--- src/sicr_map.svh ---
// Register offsets, field positions, reset values and functional notes for the config bank
// Functional notes
// - Sixteen-bit scratch register, fully read/write, cleared only by power-on reset.
// - Scratch keeps its value across pin, software and watchdog resets.
// - Read-only upper half of boundary-scan identification code; writes ignored.
// - Read-only lower half of boundary-scan identification code; writes ignored.
// - Setting a group's pullup-disable bit turns off that group's on-chip pullups.
// - Pullups of GPIO-capable pins stay under GPIO logic control, not this register.
// - Pullup-disable bit 5 covers write/read strobes; bit 3 covers scan TRST, TMS, TDI.
// - Reserved pullup-disable and clock-select bits read zero and ignore writes.
// - Clock-select register routes any one internal clock to the clock output pin.
// - After reset the clock output is disabled: clock-select resets to bit 5 set, source 0.
// - Port-B peripheral enable overrides clock-select; GPIO wins on pins 7 to 4.
// - Per-pin clock-select bits choose address line or extra clock for port-B 7..4.
// - After reset port-B pins 7 to 4 carry address lines 23 to 20.
// - Clock-select bit 9 low makes port-B pin 7 output address line 23.
`ifndef SICR_MAP_SVH
`define SICR_MAP_SVH
// ==========================================================
// Register offsets
`define SICR_OFS_SCRATCH   4'h2
`define SICR_OFS_ID_HIGH   4'h6
`define SICR_OFS_ID_LOW    4'h7
`define SICR_OFS_PULLUP    4'h8
`define SICR_OFS_CLKSEL    4'hA
// ==========================================================
// Fields
`define SICR_PU_STROBE_BIT 5
`define SICR_PU_SCAN_BIT   3
`define SICR_PU_MASK       16'h0028
`define SICR_CK_MASK       16'h03FF
`define SICR_CK_DIS_BIT    5
`define SICR_CK_SRC_HI     4
`define SICR_CK_SRC_LO     0
`define SICR_CK_ALT_HI     9
`define SICR_CK_ALT_LO     6
// ==========================================================
// Reset values
`define SICR_RST_SCRATCH   16'h0000
`define SICR_RST_PULLUP    16'h0000
`define SICR_RST_CLKSEL    16'h0020
`endif

--- src/sicr_pkg.sv ---
// Types shared by the configuration bank
package sicr_pkg;
  typedef logic [15:0] sicr_word_t;
  typedef logic [4:0]  sicr_src_t;
endpackage : sicr_pkg

--- src/sicr_clk_mux.sv ---
// Clock-output source selector and disable
`timescale 1ns/1ns
`default_nettype none
module sicr_clk_mux #(
  parameter int NSRC = 32
) (
  input  wire logic             clock_in,
  input  wire logic             rst_b_in,
  input  wire logic             clk_en_in,
  input  wire logic [NSRC-1:0]  clk_src_in,
  input  wire sicr_pkg::sicr_src_t sel_in,
  input  wire logic             dis_in,
  output logic                  clk_o_out,
  output logic                  clk_oe_out
);
  logic pick_d;
  logic pick_q;
  logic oe_d;
  logic oe_q;
  // ==========================================================
  // Selection
  always_comb begin
    pick_d = pick_q;
    oe_d   = oe_q;
    if (!rst_b_in) begin
      pick_d = 1'b0;
      oe_d   = 1'b0;
    end else if (clk_en_in) begin
      pick_d = clk_src_in[sel_in];
      oe_d   = ~dis_in;
    end
  end
  always_ff @(posedge clock_in) begin
    pick_q <= pick_d;
    oe_q   <= oe_d;
  end
  assign clk_o_out  = pick_q;
  assign clk_oe_out = oe_q;
endmodule : sicr_clk_mux
`default_nettype wire

--- src/sicr_portb_mux.sv ---
// Port-B upper pin function selector
`timescale 1ns/1ns
`default_nettype none
module sicr_portb_mux (
  input  wire logic       clock_in,
  input  wire logic       rst_b_in,
  input  wire logic       clk_en_in,
  input  wire logic [3:0] per_en_in,
  input  wire logic [3:0] alt_in,
  input  wire logic [3:0] addr_in,
  input  wire logic [3:0] xclk_in,
  input  wire logic [3:0] gpio_in,
  output logic      [3:0] pin_out
);
  logic [3:0] pin_d;
  logic [3:0] pin_q;
  // ==========================================================
  // Per-pin function
  always_comb begin
    pin_d = pin_q;
    if (!rst_b_in) begin
      pin_d = 4'h0;
    end else if (clk_en_in) begin
      for (int i = 0; i < 4; i++) begin
        if (!per_en_in[i]) begin
          pin_d[i] = gpio_in[i];
        end else begin
          pin_d[i] = alt_in[i] ? xclk_in[i] : addr_in[i];
        end
      end
    end
  end
  always_ff @(posedge clock_in) begin
    pin_q <= pin_d;
  end
  assign pin_out = pin_q;
endmodule : sicr_portb_mux
`default_nettype wire

--- src/sicr_regs.sv ---
// System integration configuration register bank
`include "sicr_map.svh"
`timescale 1ns/1ns
`default_nettype none
module sicr_regs #(
  parameter sicr_pkg::sicr_word_t ID_HIGH = 16'h0A5A,  // Arbitrary value
  parameter sicr_pkg::sicr_word_t ID_LOW  = 16'h5A5B,  // Arbitrary value
  parameter int                   NSRC    = 32
) (
  input  wire logic                clock_in,
  input  wire logic                rst_b_in,
  input  wire logic                por_b_in,
  input  wire logic                clk_en_in,
  input  wire logic [3:0]          addr_in,
  input  wire sicr_pkg::sicr_word_t wdata_in,
  input  wire logic                wr_in,
  input  wire logic                rd_in,
  input  wire logic [NSRC-1:0]     clk_src_in,
  input  wire logic [3:0]          portb_per_en_in,
  input  wire logic [3:0]          portb_gpio_in,
  input  wire logic [3:0]          addr_hi_in,
  input  wire logic [3:0]          xclk_in,
  output sicr_pkg::sicr_word_t     rdata_out,
  output logic                     pu_strobe_dis_out,
  output logic                     pu_scan_dis_out,
  output logic                     clk_o_out,
  output logic                     clk_oe_out,
  output logic [3:0]               portb_pin_out
);
  sicr_pkg::sicr_word_t scratch_d;
  sicr_pkg::sicr_word_t scratch_q;
  sicr_pkg::sicr_word_t pullup_d;
  sicr_pkg::sicr_word_t pullup_q;
  sicr_pkg::sicr_word_t clksel_d;
  sicr_pkg::sicr_word_t clksel_q;
  sicr_pkg::sicr_word_t rdata_d;
  sicr_pkg::sicr_word_t rdata_q;
  logic                 rst_any_b;

  assign rst_any_b = rst_b_in & por_b_in;

  function automatic logic hit(input logic [3:0] a, input logic [3:0] ofs);
    hit = (a == ofs);
  endfunction : hit

  // ==========================================================
  // Scratch, power-on reset only
  always_comb begin
    scratch_d = scratch_q;
    if (!por_b_in) begin
      scratch_d = `SICR_RST_SCRATCH;
    end else if (clk_en_in && wr_in && hit(addr_in, `SICR_OFS_SCRATCH)) begin
      scratch_d = wdata_in;
    end
  end
  always_ff @(posedge clock_in) begin
    scratch_q <= scratch_d;
  end

  // ==========================================================
  // Pullup disable and clock select
  always_comb begin
    pullup_d = pullup_q;
    clksel_d = clksel_q;
    if (!rst_any_b) begin
      pullup_d = `SICR_RST_PULLUP;
      clksel_d = `SICR_RST_CLKSEL;
    end else if (clk_en_in && wr_in) begin
      if (hit(addr_in, `SICR_OFS_PULLUP)) begin
        pullup_d = wdata_in & `SICR_PU_MASK;
      end
      if (hit(addr_in, `SICR_OFS_CLKSEL)) begin
        clksel_d = wdata_in & `SICR_CK_MASK;
      end
    end
  end
  always_ff @(posedge clock_in) begin
    pullup_q <= pullup_d;
    clksel_q <= clksel_d;
  end

  // ==========================================================
  // Read data, one cycle after the strobe
  always_comb begin
    rdata_d = 16'h0000;
    if (clk_en_in && rd_in && rst_any_b) begin
      unique case (addr_in)
        `SICR_OFS_SCRATCH: rdata_d = scratch_q;
        `SICR_OFS_ID_HIGH: rdata_d = ID_HIGH;
        `SICR_OFS_ID_LOW:  rdata_d = ID_LOW;
        `SICR_OFS_PULLUP:  rdata_d = pullup_q;
        `SICR_OFS_CLKSEL:  rdata_d = clksel_q;
        default:           rdata_d = 16'h0000;
      endcase
    end else if (!clk_en_in && rst_any_b) begin
      rdata_d = rdata_q;
    end
  end
  always_ff @(posedge clock_in) begin
    rdata_q <= rdata_d;
  end
  assign rdata_out = rdata_q;

  // ==========================================================
  // Pullup controls; GPIO pins are not driven from here
  logic pu_strobe_d;
  logic pu_strobe_q;
  logic pu_scan_d;
  logic pu_scan_q;
  always_comb begin
    pu_strobe_d = pu_strobe_q;
    pu_scan_d   = pu_scan_q;
    if (!rst_any_b) begin
      pu_strobe_d = 1'b0;
      pu_scan_d   = 1'b0;
    end else if (clk_en_in) begin
      pu_strobe_d = pullup_q[`SICR_PU_STROBE_BIT];
      pu_scan_d   = pullup_q[`SICR_PU_SCAN_BIT];
    end
  end
  always_ff @(posedge clock_in) begin
    pu_strobe_q <= pu_strobe_d;
    pu_scan_q   <= pu_scan_d;
  end
  assign pu_strobe_dis_out = pu_strobe_q;
  assign pu_scan_dis_out   = pu_scan_q;

  // ==========================================================
  // Output muxes
  sicr_clk_mux #(
    .NSRC (NSRC)
  ) u_clk_mux (
    .clock_in   (clock_in),
    .rst_b_in   (rst_any_b),
    .clk_en_in  (clk_en_in),
    .clk_src_in (clk_src_in),
    .sel_in     (clksel_q[`SICR_CK_SRC_HI:`SICR_CK_SRC_LO]),
    .dis_in     (clksel_q[`SICR_CK_DIS_BIT]),
    .clk_o_out  (clk_o_out),
    .clk_oe_out (clk_oe_out)
  );

  sicr_portb_mux u_portb_mux (
    .clock_in  (clock_in),
    .rst_b_in  (rst_any_b),
    .clk_en_in (clk_en_in),
    .per_en_in (portb_per_en_in),
    .alt_in    (clksel_q[`SICR_CK_ALT_HI:`SICR_CK_ALT_LO]),
    .addr_in   (addr_hi_in),
    .xclk_in   (xclk_in),
    .gpio_in   (portb_gpio_in),
    .pin_out   (portb_pin_out)
  );
endmodule : sicr_regs
`default_nettype wire

--- config.mk ---
export PLATFORM = sky130hd
export DESIGN_NAME = sicr_regs
export DESIGN_NICKNAME = d
export VERILOG_FILES = /design/src/sicr_pkg.sv /design/src/sicr_clk_mux.sv /design/src/sicr_portb_mux.sv /design/src/sicr_regs.sv
export VERILOG_INCLUDE_DIRS = /design/src
export SDC_FILE = /design/constraint.sdc
export NUM_CORES = 1
export LEC_CHECK = 0
export BUFFER_PORTS_ARGS = -buffer_cell sky130_fd_sc_hd__buf_2
export CORE_MARGIN = 2
export CORE_UTILIZATION = 52
export CTS_CLUSTER_SIZE = 12
export DETAILED_ROUTE_END_ITERATION = 7
export PLACE_DENSITY_LB_ADDON = 0.2
export SLEW_MARGIN = 20
export SYNTH_ARGS = -nofsm -noshare
export SYNTH_HDL_FRONTEND = slang
export SYNTH_SLANG_ARGS = --single-unit
export TNS_END_PERCENT = 1
--- constraint.sdc ---
create_clock -name clock_in -period 4.8 [get_ports clock_in]
set_input_delay 0.48 -clock clock_in [delete_from_list [all_inputs] [get_ports clock_in]]
set_output_delay 0.48 -clock clock_in [all_outputs]
set_load 0.01 [all_outputs]
# Word-level counts from Yosys, hierarchy flattened
# Cells that the tools add are included.
op_classes:
  n_lt_le_gt_ge: 1
  eq_ne: 6
  muxes: 13
  n_bitwise: 2
  n_reduce_logical: 8
ops:
  columns: ["operator", "count"]
  rows:
  - ["$pmux 16 s5", 1]
  - ["$mux 16", 2]
  - ["$mux 1", 9]
  - ["$eq 4x3->1 const B", 2]
  - ["$eq 4x4->1 const B", 2]
  - ["$lt 5x6->1 const B", 1]
  - ["$bmux 1 s5", 1]
  - ["$logic_and 1x1->1", 5]
  - ["$eq 4x2->1 const B", 1]
  - ["$reduce_and 2->1", 2]
  - ["$ne 2x2->1 const B", 1]
  - ["$and 1x1->1", 1]
  - ["$logic_not 1->1", 1]
  - ["$not 1->1", 1]
word_totals:
  reg_bits: 52
  inputBits: 74
  out_inout_bits: 24
  elab_cells: 39

# Logic depth before layout (Yosys ltp)
logic_depth:
  ltp_word: 4
  ltp_mapped: 8
  ltp_nobuf: 5

# Cells and area by module
# Synthesis repeated with hierarchy kept, for this count alone.
hier_totals:
  hier_cells: 294
  hier_area_um2: 2775.2
by_module_without_submodules:
  columns: ["mod", "instances", "cells_per_inst", "area_per_inst_um2", "seq_area_each_um2"]
  rows:
  - ["sicr_regs", 1, 220, 2097.0, 1081.0]
  - ["sicr_clk_mux", 1, 48, 394.1, 40.0]
  - ["sicr_portb_mux", 1, 26, 284.0, 80.1]

# Least setup slack after synthesis
# No wires, ideal clock.
synth_path:
  path_kind: "input -> register"
  start: "input por_b_in"
  end: "register rdata_q[12], in the netlist rdata_out[12] (data pin)"
  setup_time_ns: 0.147
  arrival_ns: 1.509
  required_time_ns: 4.653
  slack_ns: 3.144
  stages: 6
  path_buffers: 2
  cell_sequence: "clkbuf_2 -> and2_1 -> nand3_1 -> a211o_1 -> clkbuf_1 -> a21oi_1"
synth_between:
  elab_chain_len: 3
synth_lines:
  columns: ["element", "line_no", "source"]
  rows:
  - ["from (decl)", "sicr_regs.sv:12", "input wire logic por_b_in,"]
  - ["$and 1x1->1", "sicr_regs.sv:40", "assign rst_any_b = rst_b_in & por_b_in;"]
  - ["$logic_and 1x1->1", "sicr_regs.sv:86", "if (clk_en_in && rd_in && rst_any_b) begin"]
  - ["$mux 16", "sicr_regs.sv:86", null]
  - ["to (signal assigned)", "sicr_regs.sv:100", "rdata_q <= rdata_d;"]
  - ["to (decl)", "sicr_regs.sv:37", "sicr_pkg::sicr_word_t rdata_q;"]
# No other way between the ends.
# A chain may end at the register's enable or synchronous reset.

# Worst setup path in the final report
layout_path:
  start: "input addr_in[1]"
  end: "register scratch_q[12]"
layout_between:
  elab_chain_len: 2
layout_lines:
  columns: ["element", "line_no", "source"]
  rows:
  - ["from (decl)", "sicr_regs.sv:14", "input wire logic [3:0] addr_in,"]
  - ["$eq 4x2->1", "sicr_regs.sv:43", "hit = (a == ofs);"]
  - ["$logic_and 1x1->1", "sicr_regs.sv:52", "end else if (clk_en_in && wr_in && hit(addr_in, `SICR_OFS_SCRATCH)) begin"]
  - ["to (signal assigned)", "sicr_regs.sv:57", "scratch_q <= scratch_d;"]
  - ["to (decl)", "sicr_regs.sv:31", "sicr_pkg::sicr_word_t scratch_q;"]
# No other way between the ends.

==> impl_results.md <==
* Outcome: completed
* Leakage at 1.213 nW
* Critical Path Most Common Cell: nor2b_1
* Number of global-route vias before repair at 1889
* Clock tree root buffer cell: clkbuf_8
* Overall global routing resource usage at 21.43%
* Fin nets at 414
* Fin crit period at 2288 ps
* VDD IR max at 0.1786 mV
* Worst path cell trace: buf_2, nor2b_1, and2_1, nor2b_1, nand2_1, a21boi_0
* CP startpoint kind: primary input
* Post-synth EDFFs at 16
* Die H at 72.96 µm
* Flops & latches, synth at 52
* Mean post-synth cell area at 9.811 µm²
* Period utilisation layout at 47.66%
* Clock sink count at 52
* PortBufs at 97
* Placeable Area at 4661 µm²
* Top_reg_cell synth: dfxtp_1
* First-pass GRT wire length at 8.749 mm
* Worst EP arrival at 2510 ps
* Tightest Hold Check Type: in2reg
* # DRC at 0
* Hold wc startpoint: wdata_in[13]
* Ys async rst share at 0%
* Max-slew violation count at 0
* # fillers at 393
* Largest net degree at the start of global routing at 19
* Max clock buf depth at 2
* Skew final at 10.01 ps
* Antenna violations before repair at 0
* CP endpoint kind: flop
* TNS Setup at 0 ps
* Least-Margin Pin Slew at 1109 ps
* Total power at 0.7777 mW
* RSZ-0062 raised after global routing: no
* Final hold violation count at 0
* Detailed placement HPWL at 4.134 mm
* # setup viols final at 0
* Dominant cells by area after synthesis: dfxtp_1 29%, edfxtp_1 19%, mux2i_1 13%
* Share of cells above drive strength 1 at 31.67%
* Max-cap viol count at 0
* Total clock buffers created by CTS at 5
* Top cells by count, synth: 46 x nand2_1, 36 x dfxtp_1, 32 x mux2i_1, 31 x nor2_1, 16 x edfxtp_1
* DR pass1 iterations at 4
* IO Pins at 98
* Critical-path top delay cell: nor2b_1
* H-tree depth at 2
* Final WL at 5.508 mm
* R2r worst-path depth at 5
* Synth top area share at 29.15%
* Worst-path maximum fanout at 16
* Syn nets at 326
* Worst-Skew Late Latency at 300 ps
* # diodes at 0
* Critical path class: in2reg
* Gpl congestion at 0.7411
* Fmax at 437.1 MHz
* Clock transition at the registers of the reported paths at 90 ps
* Worst R2R End: u_clk_mux.clk_o_out
* Crit path largest cell delay at 940 ps
* Post-CTS Hold Buffers at 0
* CP delay by family, top: simple AND/OR/NAND/NOR gates
* CTS tree: built
* Worst r2r src: clksel_q[0]
* R2R setup slack at 2570 ps
* Cell count after synthesis at 252
* Iter 0 DRT Violations at 143
* Buf+Inv Stages, Crit Path at 1
* Post-CTS resize count at 0
* Detail Route Antenna Nets at 0
* WP depth at 6
* Remaining Overflow, GRT at 0
* Post-CTS Setup Bufs at 0
* Most common cell in the synthesized netlist: nand2_1
* Via/cell ratio at 5.347
* Wirelength per Cell at 13.94 µm
* DIE AREA at 5322 µm²
* Sequential area share after synthesis at 48.58%
* Req. time, crit path at 5020 ps
* # rows at 25
* Cell taking the most area after synthesis: dfxtp_1
* PwrDens at 258.8 nW/µm²
* Starting density of the core at 53.05%
* Ys Warns at 0
* Capture point of the critical path: scratch_q[12]
* Unique masters post-synth at 35
* Critical path origin: addr_in[1]
* Area growth syn-to-layout at 21.56%
* Slew margin rel. at 25.92%
* Via Count at 2112
* Die width at 72.96 µm
* Post-Syn Area at 2472 µm²
-- worst min-delay path by stage --
stage | endpoint | slack (ps) | cells past startpoint
floorplan | scratch_q[7] | 430 | 2
global placement | scratch_q[4] | 440 | 2
detailed placement | scratch_q[6] | 450 | 2
CTS | scratch_q[13] | 430 | 3
global route | scratch_q[7] | 420 | 3
finish | scratch_q[13] | 430 | 3
-- area by class of cell --
class | instances | area (µm²) | share of cell area (%)
Multi-Input combinational cell | 180 | 1155 | 38.43
Clock buffer | 7 | 76.32 | 2.540
Clock inverter | 1 | 5.005 | 0.1665
Inverter | 4 | 15.01 | 0.4996
Sequential cell | 52 | 1201 | 39.97
Timing Repair Buffer | 97 | 485.5 | 16.15
Tap cell | 54 | 67.56 | 2.248
-- per-stage QoR --
step,cell area [µm²],instances,utilization [%],setup slack [ps],hold slack (ps)
2_1_floorplan,2472,252,-,3144,434.7
3_3_place_gp,2924,387,62.74,2343,443.1
3_5_place_dp,2924,387,62.74,2245,450.8
4_1_cts,3005,395,64.48,2558,426.4
5_1_grt,3005,395,64.48,2263,424.1
6_report,3005,395,64.48,2512,427.4
-- state kept, by name, summed over array words and instances (netlist names) --
register / count
clksel_q: 10
u_clk_mux.clk_o_out: 1
u_portb_mux.pin_out: 4
pu_scan_dis_out: 1
scratch_q: 16
pu_strobe_dis_out: 1
rdata_out: 16
pullup_q: 2
u_clk_mux.clk_oe_out: 1
-- cell families (layout without fill, tap and decap cells) --
family	count (synthesis)	in the layout	synth area share, %
and+or+nand+nor	99	99	17.21
muxes	36	36	16.60
AOI/OAI and AO/OA	45	45	12.91
buffers and inverters	20	109	4.706
DFF	52	52	48.58
-- metal layers --
| layer | part of all wire (%) | GRT usage, % | up-vias | routed length (µm) |
|---|---|---|---|---|
| li1 | - | - | 1063 | - |
| met1 | 46 | 30.11 | 976 | 2522 |
| met2 | 48 | 32.93 | 67 | 2642 |
| met3 | 5.3 | 4.696 | 6 | 294 |
| met4 | 0.87 | 7.202 | 0 | 48 |
| met5 | 0 | 0 | - | 0 |
-- layout by cell type (no fill, tap or decap), types with 2 or more instances in the layout --
cell type  netlist  layout
a21boi_1         5       5
nor2_1          31      31
a21boi_0        11      11
and3_1           2       2
mux2i_1         32      32
mux4_2           4       4
inv_1            4       4
a2111oi_0        2       2
buf_2            2      97
clkbuf_1         6       2
nor2b_1          4       4
a221oi_1         6       6
nand3_1          3       3
nand2_1         46      46
a31oi_1          2       2
clkbuf_8         0       5
a21oi_1         11      11
a22oi_1          4       4
edfxtp_1        16      16
and2_1           6       6
dfxtp_1         36      36
-- power breakdown --
| part | internal (mW) | switching, mW | leakage, nW |
|---|---|---|---|
| combinational | 0.0416 | 0.0401 | 0.694 |
| sequential | 0.459 | 0.00269 | 0.477 |
| clock | 0.103 | 0.132 | 0.0422 |
| total | 0.603 | 0.174 | 1.21 |
-- worst reg2reg max path, cell delays in order, from the launching register on --
cell       delay [ps]
dfxtp_1           880
and2b_1           260
a2111oi_0         400
a311oi_1          100
a221oi_1          310
o22ai_1           140
Note: power is estimated with default switching activity, not from simulation.
